**src/core/dmr_pkg.sv**
```systemverilog
// Shared constants and types of the DMA channel register set
package dmr_pkg;
   localparam int NUM_CHAN = 8;
   localparam int ADDR_W = 12;
   // Per-channel register indices, byte address = base + index * 4
   localparam logic [2:0] IDX_CTRL = 3'h0;
   localparam logic [2:0] IDX_REQ = 3'h1;
   localparam logic [2:0] IDX_STA = 3'h2;
   localparam logic [2:0] IDX_STB = 3'h3;
   localparam logic [2:0] IDX_PAD = 3'h4;
   localparam logic [2:0] IDX_CNT = 3'h5;
   // Channel x sits at CHAN_STRIDE * x, shared block above it
   localparam logic [ADDR_W-1:0] CHAN_STRIDE = 12'h020;
   localparam logic [ADDR_W-1:0] SHARED_BASE = 12'h100;
   // Shared register indices within the shared block
   localparam logic [2:0] IDX_COLL = 3'h0;
   localparam logic [2:0] IDX_PPSTAT = 3'h1;
   localparam logic [2:0] IDX_IRQ_FLAG = 3'h2;
   localparam logic [2:0] IDX_IRQ_CLR = 3'h3;
   localparam logic [2:0] IDX_IRQ_EN = 3'h4;
   localparam logic [2:0] IDX_IRQ_PRIO = 3'h5;
   // Control register field positions
   localparam int CTL_ON = 15;
   localparam int CTL_SIZE = 14;
   localparam int CTL_DIR = 13;
   localparam int CTL_HALF = 12;
   localparam int CTL_DUMMY_PERIPHERAL_WRITE = 11;
   localparam int CTL_AM_LO = 4;
   localparam int CTL_OP_LO = 0;
   localparam logic [15:0] CTL_WMASK = 16'hF833;
   // Reset values
   localparam logic [15:0] CTL_RST = 16'h0000;
   localparam logic [15:0] REG16_RST = 16'h0000;
   localparam logic [9:0] CNT_RST = 10'h000;
   localparam logic [23:0] PRIO_RST = 24'h000000;
   // Field encodings
   localparam logic [1:0] AM_POSTINC = 2'h0;
   localparam logic [1:0] AM_NOINC = 2'h1;
   localparam logic [1:0] AM_PERIPH = 2'h2;
   localparam logic [1:0] OPM_CONT = 2'h0;
   localparam logic [1:0] OPM_ONESHOT = 2'h1;
   localparam logic [1:0] OPM_CONT_PP = 2'h2;
   localparam logic [1:0] OPM_ONESHOT_PP = 2'h3;

   // Decoded channel configuration handed to the transfer engine
   typedef struct packed {
      logic channel_on;
      logic byte_unit;
      logic ram_to_periph;
      logic irq_at_half;
      logic dummy_peripheral_write;
      logic periph_indirect;
      logic post_inc;
      logic ping_pong;
      logic one_shot;
      logic [1:0] addressing_kind;
      logic [15:0] request_select;
      logic [15:0] ram_start_a;
      logic [15:0] ram_start_b;
      logic [15:0] periph_address;
      logic [9:0] transfer_count;
   } dmr_chan_cfg_t;

   // Control word as software reads it back
   function automatic logic [15:0] dmr_ctrl_word(dmr_chan_cfg_t c);
      logic [15:0] w;
      w = 16'h0000;
      w[CTL_ON] = c.channel_on;
      w[CTL_SIZE] = c.byte_unit;
      w[CTL_DIR] = c.ram_to_periph;
      w[CTL_HALF] = c.irq_at_half;
      w[CTL_DUMMY_PERIPHERAL_WRITE] = c.dummy_peripheral_write;
      w[CTL_AM_LO+:2] = c.addressing_kind;
      w[CTL_OP_LO+:2] = {c.ping_pong, c.one_shot};
      return w;
   endfunction
endpackage

```
**src/core/dmr_chan.sv**
```systemverilog
// One channel's register copy with decoded configuration
module dmr_chan
   import dmr_pkg::*;
(
   // Clock and reset
   input wire logic core_clk,
   input wire logic rst_b,
   // Write strobe from the bus slave
   input wire logic wr_en,
   input wire logic [2:0] wr_idx,
   input wire logic [15:0] wr_data,
   // Configuration out
   output dmr_pkg::dmr_chan_cfg_t cfg
);
   // Plain storage; the raw null-write bit is kept so it reads back
   always_ff @(posedge core_clk) begin
      if (!rst_b) begin
         cfg <= '0;
      end else if (wr_en) begin
         unique case (wr_idx)
            IDX_CTRL: begin
               cfg.channel_on <= wr_data[CTL_ON];
               cfg.byte_unit <= wr_data[CTL_SIZE];
               cfg.ram_to_periph <= wr_data[CTL_DIR];
               cfg.irq_at_half <= wr_data[CTL_HALF];
               cfg.dummy_peripheral_write <= wr_data[CTL_DUMMY_PERIPHERAL_WRITE];
               cfg.addressing_kind <= wr_data[CTL_AM_LO+:2];
               cfg.periph_indirect <= wr_data[CTL_AM_LO+:2] == AM_PERIPH;
               cfg.post_inc <= wr_data[CTL_AM_LO+:2] == AM_POSTINC;
               cfg.ping_pong <= wr_data[CTL_OP_LO+1];
               cfg.one_shot <= wr_data[CTL_OP_LO];
            end
            IDX_REQ: cfg.request_select <= wr_data;
            IDX_STA: cfg.ram_start_a <= wr_data;
            IDX_STB: cfg.ram_start_b <= wr_data;
            IDX_PAD: cfg.periph_address <= wr_data;
            IDX_CNT: cfg.transfer_count <= wr_data[9:0];
            default: ;
         endcase
      end
   end

   property p_ctrl_write;
      @(posedge core_clk) disable iff (!rst_b)
      wr_en && wr_idx == IDX_CTRL |=>
         dmr_ctrl_word(cfg) == ($past(wr_data) & CTL_WMASK);
   endproperty
   a_ctrl_write: assert property (p_ctrl_write)
      else $error("control write not stored");

   property p_start_write;
      @(posedge core_clk) disable iff (!rst_b)
      wr_en && wr_idx == IDX_STB |=> cfg.ram_start_b == $past(wr_data);
   endproperty
   a_start_write: assert property (p_start_write)
      else $error("start address write not stored");

   property p_count_width;
      @(posedge core_clk) disable iff (!rst_b)
      wr_en && wr_idx == IDX_CNT |=>
         cfg.transfer_count == $past(wr_data[9:0]) ##1
         cfg.transfer_count == $past(cfg.transfer_count) || $past(wr_en);
   endproperty
   a_count_width: assert property (p_count_width)
      else $error("transfer count not held");
endmodule

```
**src/core/dmr_irq.sv**
```systemverilog
// Sticky channel interrupt flags, enables and the level output
module dmr_irq
   import dmr_pkg::*;
(
   // Clock and reset
   input wire logic core_clk,
   input wire logic rst_b,
   // Events and software access
   input wire logic [7:0] evt,
   input wire logic clr_we,
   input wire logic en_we,
   input wire logic [7:0] wr_data,
   // State out
   output logic [7:0] flag_q,
   output logic [7:0] en_q,
   output logic irq_q
);
   // Set beats clear so an event landing on a clear is kept
   always_ff @(posedge core_clk) begin
      if (!rst_b) begin
         flag_q <= 8'h00;
      end else begin
         flag_q <= (flag_q & ~(clr_we ? wr_data : 8'h00)) | evt;
      end
   end

   // Enable register
   always_ff @(posedge core_clk) begin
      if (!rst_b) begin
         en_q <= 8'h00;
      end else if (en_we) begin
         en_q <= wr_data;
      end
   end

   // Registered output lags the flags by one cycle
   always_ff @(posedge core_clk) begin
      if (!rst_b) begin
         irq_q <= 1'b0;
      end else begin
         irq_q <= |(flag_q & en_q);
      end
   end

   property p_set_wins;
      @(posedge core_clk) disable iff (!rst_b)
      (evt != 8'h00) |=> (flag_q & $past(evt)) == $past(evt);
   endproperty
   a_set_wins: assert property (p_set_wins)
      else $error("event lost against clear");

   property p_irq_level;
      @(posedge core_clk) disable iff (!rst_b)
      |(flag_q & en_q) |=> irq_q;
   endproperty
   a_irq_level: assert property (p_irq_level)
      else $error("interrupt not raised");
endmodule

```
**src/core/dmr_regset.sv**
```systemverilog
// APB register set of the eight-channel DMA controller
// Summary of operation
// Eight channels 0..7, each holding its own full register copy.
// Control, request select, starts and peripheral address are 16 bits.
// Transfer count register is 10 bits wide.
// Shared status holds per-channel RAM and peripheral collision flags.
// Second shared status shows channel activity and ping-pong buffer.
// Control, request, peripheral address and count read back as written; control returns only bits 15:11, 5:4 and 1:0, others read 0.
// Reading a start address returns the live RAM address pointer.
// Writing a start address stores into that start register.
// Channel interrupt flag, enable and priority live in irq registers.
// Control bit 15 enables the channel, cleared at reset.
// Control bit 13 selects RAM-to-peripheral or peripheral-to-RAM.
// Control bit 12 raises the interrupt at half block or full block.
// Bits 5:4 select addressing; code 10 is peripheral indirect.
// Bits 1:0 select one-shot/continuous, code 11 and 10 with ping-pong.
// Control bit 14 selects byte transfers when set, words when clear.
// Bit 11 adds a null peripheral write per RAM write, if direction clear.
module dmr_regset
   import dmr_pkg::*;
(
   // Clock and reset
   input wire logic core_clk,
   input wire logic rst_b,
   // APB slave
   input wire logic psel,
   input wire logic penable,
   input wire logic pwrite,
   input wire logic [dmr_pkg::ADDR_W-1:0] paddr,
   input wire logic [31:0] pwdata,
   output logic [31:0] prdata,
   output logic pready,
   output logic pslverr,
   // Transfer engine state, same clock
   input wire logic [7:0][15:0] ram_ptr,
   input wire logic [7:0] chan_busy,
   input wire logic [7:0] pingpong_sel,
   input wire logic [7:0] ram_col_evt,
   input wire logic [7:0] per_col_evt,
   input wire logic [7:0] half_evt,
   input wire logic [7:0] done_evt,
   // Configuration to the transfer engine
   output dmr_pkg::dmr_chan_cfg_t [7:0] chan_cfg,
   output logic [7:0] null_write_on,
   output logic [23:0] chan_irq_priority,
   output logic irq
);
   import dmr_pkg::*;

   logic setup;
   logic access_wr;
   logic [31:0] prdata_q;
   logic [31:0] prdata_d;
   logic pready_q;
   logic pslverr_q;
   logic pslverr_d;
   logic [7:0] chan_wr;
   logic [7:0] ram_write_collision_flag_q;
   logic [7:0] periph_write_collision_flag_q;
   logic [7:0] null_write_on_q;
   logic [23:0] prio_q;
   logic [7:0] chan_irq_evt;
   logic [7:0] chan_irq_flag;
   logic [7:0] chan_irq_enable;
   logic irq_line;
   logic shared_sel;
   logic [2:0] sel_chan;
   logic [2:0] sel_idx;

   // True when the address lies on a defined register
   function automatic logic addr_mapped(logic [ADDR_W-1:0] a);
      logic ok;
      ok = 1'b0;
      if (a[1:0] == 2'h0 && a[ADDR_W-1:9] == '0) begin
         ok = a[4:2] <= IDX_CNT;
      end
      return ok;
   endfunction

   // Address split shared by read and write paths
   assign shared_sel = paddr[8];
   assign sel_chan = paddr[7:5];
   assign sel_idx = paddr[4:2];
   assign setup = psel && !penable;
   // Zero-wait slave: writes land on the single access cycle
   assign access_wr = psel && penable && pready_q && pwrite && !pslverr_q;

   // One write strobe per channel copy
   always_comb begin
      chan_wr = 8'h00;
      if (access_wr && !shared_sel) begin
         chan_wr[sel_chan] = 1'b1;
      end
   end

   // Eight independent register copies
   for (genvar ch = 0; ch < NUM_CHAN; ch++) begin : g_chan
      dmr_chan u_chan (
         .core_clk(core_clk),
         .rst_b(rst_b),
         .wr_en(chan_wr[ch]),
         .wr_idx(sel_idx),
         .wr_data(pwdata[15:0]),
         .cfg(chan_cfg[ch])
      );
   end

   // Interrupt raised at half or whole block as each channel asks
   always_comb begin
      for (int i = 0; i < NUM_CHAN; i++) begin
         chan_irq_evt[i] = chan_cfg[i].irq_at_half ? half_evt[i]
                                                   : done_evt[i];
      end
   end

   // Flag, enable and level output sit in the interrupt block
   dmr_irq u_irq (
      .core_clk(core_clk),
      .rst_b(rst_b),
      .evt(chan_irq_evt),
      .clr_we(access_wr && shared_sel && sel_idx == IDX_IRQ_CLR),
      .en_we(access_wr && shared_sel && sel_idx == IDX_IRQ_EN),
      .wr_data(pwdata[7:0]),
      .flag_q(chan_irq_flag),
      .en_q(chan_irq_enable),
      .irq_q(irq_line)
   );

   // Null write honoured only for RAM-to-peripheral off; the stored
   // bit still reads back so software sees what it wrote
   always_ff @(posedge core_clk) begin
      if (!rst_b) begin
         null_write_on_q <= 8'h00;
      end else begin
         for (int i = 0; i < NUM_CHAN; i++) begin
            null_write_on_q[i] <= chan_cfg[i].dummy_peripheral_write &&
                                  !chan_cfg[i].ram_to_periph;
         end
      end
   end

   // Priority fields, three bits per channel
   always_ff @(posedge core_clk) begin
      if (!rst_b) begin
         prio_q <= PRIO_RST;
      end else if (access_wr && shared_sel && sel_idx == IDX_IRQ_PRIO) begin
         prio_q <= pwdata[23:0];
      end
   end

   // Collision flags are write-one-to-clear; a new hit wins over a clear
   always_ff @(posedge core_clk) begin
      if (!rst_b) begin
         ram_write_collision_flag_q <= 8'h00;
         periph_write_collision_flag_q <= 8'h00;
      end else begin
         if (access_wr && shared_sel && sel_idx == IDX_COLL) begin
            ram_write_collision_flag_q <=
               (ram_write_collision_flag_q & ~pwdata[7:0]) | ram_col_evt;
            periph_write_collision_flag_q <=
               (periph_write_collision_flag_q & ~pwdata[15:8]) | per_col_evt;
         end else begin
            ram_write_collision_flag_q <=
               ram_write_collision_flag_q | ram_col_evt;
            periph_write_collision_flag_q <=
               periph_write_collision_flag_q | per_col_evt;
         end
      end
   end

   // Read data is chosen in the setup cycle so pready can be a flop
   always_comb begin
      prdata_d = 32'h00000000;
      pslverr_d = !addr_mapped(paddr);
      if (!shared_sel) begin
         unique case (sel_idx)
            IDX_CTRL: prdata_d[15:0] = dmr_ctrl_word(chan_cfg[sel_chan]);
            IDX_REQ: prdata_d[15:0] = chan_cfg[sel_chan].request_select;
            IDX_STA: prdata_d[15:0] = ram_ptr[sel_chan];
            IDX_STB: prdata_d[15:0] = ram_ptr[sel_chan];
            IDX_PAD: prdata_d[15:0] = chan_cfg[sel_chan].periph_address;
            IDX_CNT: prdata_d[9:0] = chan_cfg[sel_chan].transfer_count;
            default: ;
         endcase
      end else begin
         unique case (sel_idx)
            IDX_COLL: prdata_d[15:0] = {periph_write_collision_flag_q,
                                        ram_write_collision_flag_q};
            IDX_PPSTAT: prdata_d[15:0] = {pingpong_sel,
                                          chan_busy};
            IDX_IRQ_FLAG: prdata_d[7:0] = chan_irq_flag;
            IDX_IRQ_CLR: prdata_d[7:0] = 8'h00; // Write-only
            IDX_IRQ_EN: prdata_d[7:0] = chan_irq_enable;
            IDX_IRQ_PRIO: prdata_d[23:0] = prio_q;
            default: ;
         endcase
      end
   end

   // APB handshake: pready rises for exactly the first access cycle
   always_ff @(posedge core_clk) begin
      if (!rst_b) begin
         pready_q <= 1'b0;
         pslverr_q <= 1'b0;
      end else begin
         pready_q <= setup;
         pslverr_q <= setup && pslverr_d;
      end
   end

   // Read data captured once per transfer, held through the access cycle
   always_ff @(posedge core_clk) begin
      if (!rst_b) begin
         prdata_q <= 32'h00000000;
      end else if (setup) begin
         prdata_q <= (pwrite || pslverr_d) ? 32'h00000000 : prdata_d;
      end
   end

   // Outputs driven straight from flops
   assign prdata = prdata_q;
   assign pready = pready_q;
   assign pslverr = pslverr_q;
   assign irq = irq_line;
   assign null_write_on = null_write_on_q;
   assign chan_irq_priority = prio_q;

   property p_pready_once;
      @(posedge core_clk) disable iff (!rst_b)
      setup |=> pready ##1 !pready;
   endproperty
   a_pready_once: assert property (p_pready_once)
      else $error("pready not a single access cycle");

   property p_start_reads_ptr;
      @(posedge core_clk) disable iff (!rst_b)
      setup && !pwrite && !pslverr_d && !shared_sel && sel_idx == IDX_STA |=>
         prdata[15:0] == $past(ram_ptr[sel_chan]) &&
         prdata[31:16] == 16'h0000;
   endproperty
   a_start_reads_ptr: assert property (p_start_reads_ptr)
      else $error("start read did not return pointer");

   property p_coll_sticky;
      @(posedge core_clk) disable iff (!rst_b)
      ram_col_evt[3] |=> ram_write_collision_flag_q[3] [*2] or
         (ram_write_collision_flag_q[3] ##1 $past(access_wr));
   endproperty
   a_coll_sticky: assert property (p_coll_sticky)
      else $error("collision flag not set");

   property p_ppstat_read;
      @(posedge core_clk) disable iff (!rst_b)
      setup && !pwrite && !pslverr_d && shared_sel && sel_idx == IDX_PPSTAT |=>
         prdata[15:0] == {$past(pingpong_sel), $past(chan_busy)};
   endproperty
   a_ppstat_read: assert property (p_ppstat_read)
      else $error("ping-pong status read wrong");

   property p_null_gate;
      @(posedge core_clk) disable iff (!rst_b)
      null_write_on[1] |-> $past(!chan_cfg[1].ram_to_periph);
   endproperty
   a_null_gate: assert property (p_null_gate)
      else $error("null write with RAM source");

   property p_half_select;
      @(posedge core_clk) disable iff (!rst_b)
      chan_cfg[6].irq_at_half && half_evt[6] |=> chan_irq_flag[6];
   endproperty
   a_half_select: assert property (p_half_select)
      else $error("half block interrupt missed");

   property p_chan_isolated;
      @(posedge core_clk) disable iff (!rst_b)
      chan_wr[0] |=> chan_cfg[1] == $past(chan_cfg[1]);
   endproperty
   a_chan_isolated: assert property (p_chan_isolated)
      else $error("write leaked into another channel");

   property p_unmapped_err;
      @(posedge core_clk) disable iff (!rst_b)
      setup && paddr[1:0] != 2'h0 |=> pslverr && pready;
   endproperty
   a_unmapped_err: assert property (p_unmapped_err)
      else $error("unmapped access not flagged");

   property p_on_reset;
      @(posedge core_clk)
      !rst_b |=> chan_cfg == '0 && !irq;
   endproperty
   a_on_reset: assert property (p_on_reset)
      else $error("reset did not clear");

   property p_dir_bit;
      @(posedge core_clk) disable iff (!rst_b)
      chan_wr[1] && sel_idx == IDX_CTRL |=>
         chan_cfg[1].ram_to_periph == $past(pwdata[CTL_DIR]);
   endproperty
   a_dir_bit: assert property (p_dir_bit)
      else $error("direction bit misplaced");

   property p_size_bit;
      @(posedge core_clk) disable iff (!rst_b)
      chan_wr[1] && sel_idx == IDX_CTRL |=>
         chan_cfg[1].byte_unit == $past(pwdata[CTL_SIZE]);
   endproperty
   a_size_bit: assert property (p_size_bit)
      else $error("size bit misplaced");

   property p_addressing_kind_code;
      @(posedge core_clk) disable iff (!rst_b)
      chan_wr[1] && sel_idx == IDX_CTRL |=> chan_cfg[1].periph_indirect ==
         ($past(pwdata[CTL_AM_LO+:2]) == AM_PERIPH);
   endproperty
   a_addressing_kind_code: assert property (p_addressing_kind_code)
      else $error("addressing code misdecoded");

   property p_opmode_code;
      @(posedge core_clk) disable iff (!rst_b)
      chan_wr[1] && sel_idx == IDX_CTRL |=>
         {chan_cfg[1].ping_pong, chan_cfg[1].one_shot} ==
         $past(pwdata[CTL_OP_LO+:2]);
   endproperty
   a_opmode_code: assert property (p_opmode_code)
      else $error("operating mode misdecoded");

   property p_req_read;
      @(posedge core_clk) disable iff (!rst_b)
      setup && !pwrite && !pslverr_d && !shared_sel && sel_idx == IDX_REQ
      |=> prdata == {16'h0000, $past(chan_cfg[sel_chan].request_select)};
   endproperty
   a_req_read: assert property (p_req_read)
      else $error("request select read back wrong");

   property p_prio_write;
      @(posedge core_clk) disable iff (!rst_b)
      access_wr && shared_sel && sel_idx == IDX_IRQ_PRIO |=>
         chan_irq_priority == $past(pwdata[23:0]);
   endproperty
   a_prio_write: assert property (p_prio_write)
      else $error("priority write not stored");
endmodule

```
**config.mk**
```make
export PLATFORM = sky130hd
export DESIGN_NAME = dmr_regset
export DESIGN_NICKNAME = d
export VERILOG_FILES = /design/src/core/dmr_pkg.sv /design/src/core/dmr_chan.sv /design/src/core/dmr_irq.sv /design/src/core/dmr_regset.sv
export SDC_FILE = /design/constraint.sdc
export NUM_CORES = 2
export LEC_CHECK = 0
export ABC_CLOCK_PERIOD_IN_PS = 2900
export BUFFER_PORTS_ARGS = -buffer_cell sky130_fd_sc_hd__buf_2
export CORE_AREA = 2 2 379 381
export CTS_CLUSTER_DIAMETER = 120
export DETAILED_ROUTE_END_ITERATION = 8
export DIE_AREA = 0 0 381 383
export GPL_TIMING_DRIVEN = 0
export HOLD_SLACK_MARGIN = 0.02
export PLACE_DENSITY_LB_ADDON = 0.3
export SLEW_MARGIN = 0
export SYNTH_ARGS = -nofsm -noshare
export SYNTH_HDL_FRONTEND = slang
export SYNTH_SLANG_ARGS = --single-unit
```
**constraint.sdc**
```tcl
create_clock -name core_clk -period 2.9 [get_ports core_clk]
set_input_delay 0.58 -clock core_clk [delete_from_list [all_inputs] [get_ports core_clk]]
set_output_delay 0.58 -clock core_clk [all_outputs]
set_load 0.005 [all_outputs]
```
Yosys cells after proc, flatten, opt, wreduce, memory -nomap -nowiden
Index checks and enable logic that the tools add are counted.
{ "op_classes": {"order_cmp": 3, "n_bitwise": 12, "n_eq_ne": 6, "n_mux": 27, "reduce_logical": 89} }
{ "op_table": {"columns": ["cell", "count"], "rows": [
  ["binary-select mux 85 bit (select 3 bit)", 1],
  ["AND reduction 2 bit", 48],
  ["two-way mux 85 bit", 1],
  ["case mux 10 bit (5 select lines)", 1],
  ["binary-select mux 16 bit (select 3 bit)", 1],
  ["two-way mux 8 bit", 6],
  ["bitwise OR 8 bit", 5],
  ["case mux 8 bit (5 select lines)", 1],
  ["bitwise AND 8 bit", 4],
  ["two-way mux 16 bit", 2],
  ["two-way mux 24 bit", 1],
  ["inverter 8 bit", 3],
  ["case mux 6 bit (4 select lines)", 1],
  ["case mux 8 bit (3 select lines)", 1],
  ["logical AND 1 bit", 22],
  ["logical NOT 1 bit", 12],
  ["two-way mux 1 bit", 10],
  ["OR reduction 8 bit", 1],
  ["== test 3 x 2 -> 1 bit (second input constant)", 2],
  ["== test 3 bit (second input constant)", 2],
  ["logical NOT 3 bit", 2],
  ["logical NOT 2 bit", 2],
  ["less-than comparator 3 x 4 -> 1 bit (second input constant)", 1],
  ["demux 1 bit (select 3 bit)", 1],
  ["6 further kinds", 6]
]} }
{ "totals": {"output_inout_bits": 747, "regBits": 779} }

Depth between registers and ports, before layout
{ "depth": {"word_depth": 10, "mapped_depth": 9, "mapped_depth_nobuf": 5} }

Hierarchy
A second synthesis with hierarchy kept.
{ "hier_totals": {"hier_cells": 3249, "area_unflattened_um2": 33442.1} }
{ "modules_own_cells": {"columns": ["mod", "cells_per_inst", "area_each_um2", "seq_area_each_um2", "n_inst"], "rows": [
  ["dmr_chan", 300, 3126.7, 1701.6, 8],
  ["dmr_regset", 792, 7792.5, 1481.4, 1],
  ["dmr_irq", 57, 635.6, 340.3, 1]
]} }

Least setup slack after synthesis
No wires, ideal clock.
{ "synth_timing": {"path_kind": "input to register", "start": "input port paddr[7] in the netlist's numbering", "end": "register prdata_q[9], in the netlist prdata[9]", "path_stages": 7, "setup_slack_ns": 0.639, "t_arrival_ns": 2.145, "path_buffers": 3, "required_ns": 2.784, "path_cell_list": "buf_2 -> buf_4 -> buf_2 -> mux4_2 -> mux2i_1 -> o22ai_1 -> o211a_1"} }
{ "synth_between": {"elab_chain_cells": 5} }
{ "synth_rtl": {"columns": ["item", "line", "text"], "rows": [
  ["start: declaration", "dmr_regset.sv:29", "input wire logic [dmr_pkg::ADDR_W-1:0] paddr,"],
  ["binary-select mux 85 bit (select 3 bit) / binary-select mux 16 bit (select 3 bit) (equally long branches)", null, null],
  ["two-way mux 85 bit (implied by the code) / two-way mux 16 bit (equally long branches)", "dmr_regset.sv:182, dmr_regset.sv:179, dmr_regset.sv:180", null],
  ["case mux 10 bit (5 select lines) *", "dmr_regset.sv:176", "unique case (sel_idx)"],
  ["two-way mux 16 bit *", "dmr_regset.sv:175", "if (!shared_sel) begin"],
  ["two-way mux 24 bit *", "dmr_regset.sv:216", "prdata_q <= (pwrite || pslverr_d) ? 32'h00000000 : prdata_d;"],
  ["end signal: assignment", "dmr_regset.sv:216", null],
  ["end: declaration", "dmr_regset.sv:52", "logic [31:0] prdata_q;"]
]} }
Every way passes the cells marked *; elsewhere a longest branch is shown, timed or not. The select of a mux whose other input is x is not followed.
A chain may end at the register's enable or synchronous reset.

Final worst setup path
{ "layout_timing": {"start": "input port paddr[5] in the netlist's numbering", "end": "register prdata_q[2], in the netlist prdata[2]"} }
Same word-level chain as after synthesis.

==> out/metrics.yaml <==
status:
  status: "finished, violations left"
  violations: "max-capacitance violations, max-slew violations, negative setup slack"
final_layout:
  finalInstanceArea_um2: 43800
  final_util_pct: 30.8
  final_cell_mix: "buf_2 (1,002), mux2i_1 (775), dfxtp_1 (771)"
  fillers: 15100
  finalNetCount: 4447
  final_common_cell: "buf_2"
  drive_gt1_share_pct: 33.0
  area_growth_pct: 32.2
power:
  leakagePower_nw: 20.9
  power_mw: 25.1
  power_density_nw_per_um2: 573
  vdd_ir_drop_max_mv: 0.397
floorplanning:
  rows: 139
  core-area_um2: 142000
  die_h_um: 383
  initial_utilization_pct: 23.3
  fp.dieW_um: 381
  pin_count: 972
  die-area_um2: 146000
placement:
  place_hpwl_mm: 187
  gp_congestion: 0.939
  place_area_um2: 40300
  port_buffers: 935
sta:
  slew_violations: 11
  rsz0062_at_grt: "no"
  fin_ws_ns: -0.106
  slew_headroom_pct: -7.14
  period_needed_ns: 3.01
  finalCritPeriodShare_pct: 104
  finClkSkew_ns: 0.0394
  fmax_mhz: 333
  worstMarginPinSlew_ns: 1.61
  holdWs_ns: 0.0806
  hold_violations: 0
  finalSetupViolCount: 11
worst_setup_path:
  cpMaxStageDelayCell: "o21ai_0"
  critical-path-max-stage-delay_ns: 0.68
  critical_path.most_common_cell: "buf_4"
  reg2reg_depth: 6
  start_kind: "primary input"
  worstReg2RegEnd: "ram_write_collision_flag_q[2]"
  reg2reg_from: "pready"
  crit_family: "compound AO/OA/AOI/OAI gates"
  path_class: "primary input to flip-flop"
  cp.arrival_ns: 3.66
  crit_path_cell_trace: "buf_4 > buf_4 > buf_4 > mux2i_1 > o22ai_1 > o21ai_0 > nand3_1 > o311a_1"
  crit_required_ns: 3.55
  rrSetupSlack_ns: 0.08
  crit_buf_inv: 3
  worstSetupEndpointType: "flip-flop"
  crit_fanout: 10
routing:
  via_per_inst: 4.97
  ant_nets: 0
  finalWirelength_mm: 239
  wl_per_cell_um: 38.3
  first_pass_iters: 5
  vias: 31000
  drc: 0
  first_iter_violations: 3020
clock_network:
  clock_path_buffers: 3
  clock_tree.root_cell: "clkbuf_16"
  cts_sinks: 771
  clock_latency_ns: 0.77
  htree_levels: 3
  path_clk_slew_ns: 0.06
  cts_tree: "yes"
  cts_buffers: 94
job:
  cap_violations: 1
grt:
  grt.total_usage_pct: 31.4
  grt_max_degree: 15
  antenna_found_initial: 68
  grt_pass1_wl_mm: 300
  grt_pass1_vias: 28400
  grt_overflow: 0
yosys:
  yosys_warnings: 0
  netlist_instances: 3158
  synth-seq-area-share_pct: 46.6
  synth.top_cells.by_area: "dfxtp_1 (47%), mux2i_1 (23%), nor2_1 (8.2%)"
  syn_area_um2: 33200
  synth_cell_types: 67
  yosys.area.top_type_share_pct: 46.6
  synth_ff_type: "dfxtp_1"
  synth.largest_area_cell: "dfxtp_1"
  synth-edff-count: 0
  async_flop_share_pct: 0
  syn_area_per_cell_um2: 10.5
  yosys_register_bits: 771
min_path:
  whs_endpoint: "chan_irq_priority[17]"
  hold_path_depth: 3
  holdCritStartpoint: "pwdata[17]"
  hp-class: "primary input to flip-flop"
how the worst max path moves through the flow:
stage                     cells after the start                  endpoint  slack (ns)      from
after floorplan                               7                 prdata[9]        0.64  paddr[7]
after global placement                        8                 prdata[9]       -1.21  paddr[5]
after detailed placement                      8                 prdata[9]       -1.17  paddr[5]
after CTS                                     6  g_chan[5].u_chan.cfg[38]       0.003    pready
after global routing                          8                prdata[10]       0.006  paddr[7]
final                                         8                 prdata[2]       -0.11  paddr[5]
power by group:
group          internal (mW)  total (mW)  switching, mW
clock network           7.04        12.4           5.39
logic                  0.459        2.03           1.57
registers               10.6        10.6         0.0186
total                   18.1        25.1           6.98
final cells by class:
type	count	area, um2	area share, %
Clock buffer	131	2680	6.12
Inverter	5	18.8	0.0428
Antenna cell	29	72.6	0.166
Multi-Input combinational cell	2078	16100	36.8
Timing Repair Buffer	961	4950	11.3
Buffer	311	1690	3.84
Sequential cell	771	15400	35.2
Clock inverter	40	495	1.13
Tap cell	1903	2380	5.43
synthesized netlist by cell type (24+ instances only):
| library cell | instances |
|---|---|
| o22ai_1 | 24 |
| a22oi_1 | 38 |
| a21oi_1 | 61 |
| nand2_1 | 103 |
| dfxtp_1 | 771 |
| buf_4 | 39 |
| clkbuf_1 | 161 |
| nor2_1 | 722 |
| mux2i_1 | 778 |
| mux4_2 | 110 |
| nand3_1 | 41 |
| buf_2 | 72 |
metrics by stage:
| step | std cells | worst slack (ns) | TNS (ns) |
|---|---|---|---|
| after CTS | 6200 | 0.00312 | 0 |
| final | 6229 | -0.106 | -0.322 |
| after floorplan | 3165 | 0.639 | 0 |
| after global placement | 6003 | -1.21 | -135.75 |
| after global routing | 6207 | 0.00615 | 0 |
| after detailed placement | 6005 | -1.17 | -125.67 |
tightest hold or removal path, stage by stage:
cell and delay (ns):
buf_2 0.11, nand2_1 0.05, a21oi_1 0.05
sequential cells by signal, summed over array words and instances (netlist names):
name,flops
ram_write_collision_flag_q,8
u_irq.flag_q,8
pready,1
prdata,24
g_chan.u_chan.cfg,680
u_irq.irq_q,1
null_write_on,8
periph_write_collision_flag_q,8
chan_irq_priority,24
pslverr,1
u_irq.en_q,8
kinds of logic after synthesis:
| logic type | share of synthesized area (%) |
|---|---|
| buffers and inverters | 5.03 |
| other | 0.0113 |
| and+or+nand+nor | 12.7 |
| AOI/OAI and AO/OA | 4.66 |
| DFF | 46.6 |
| muxes | 31.0 |
repair_timing:
action                                  in CTS  in global routing
endpoints found under the hold margin       20                  0
gates resized for setup                     14                  2
buffers inserted                             4                  0
endpoints found under the setup margin      23                 11
pin swaps                                    1                  0
hold buffers                                20                  0
per-layer routing:
layer | GRT usage [%] | vias to the layer above | routed length (um)
met5 | 0 | - | 117
met4 | 14.3 | 18 | 12200
met3 | 10.5 | 389 | 23000
met2 | 48.8 | 1747 | 105000
met1 | 39.4 | 15700 | 98100
li1 | - | 13200 | -
Note: power is estimated with default switching activity, not from simulation.
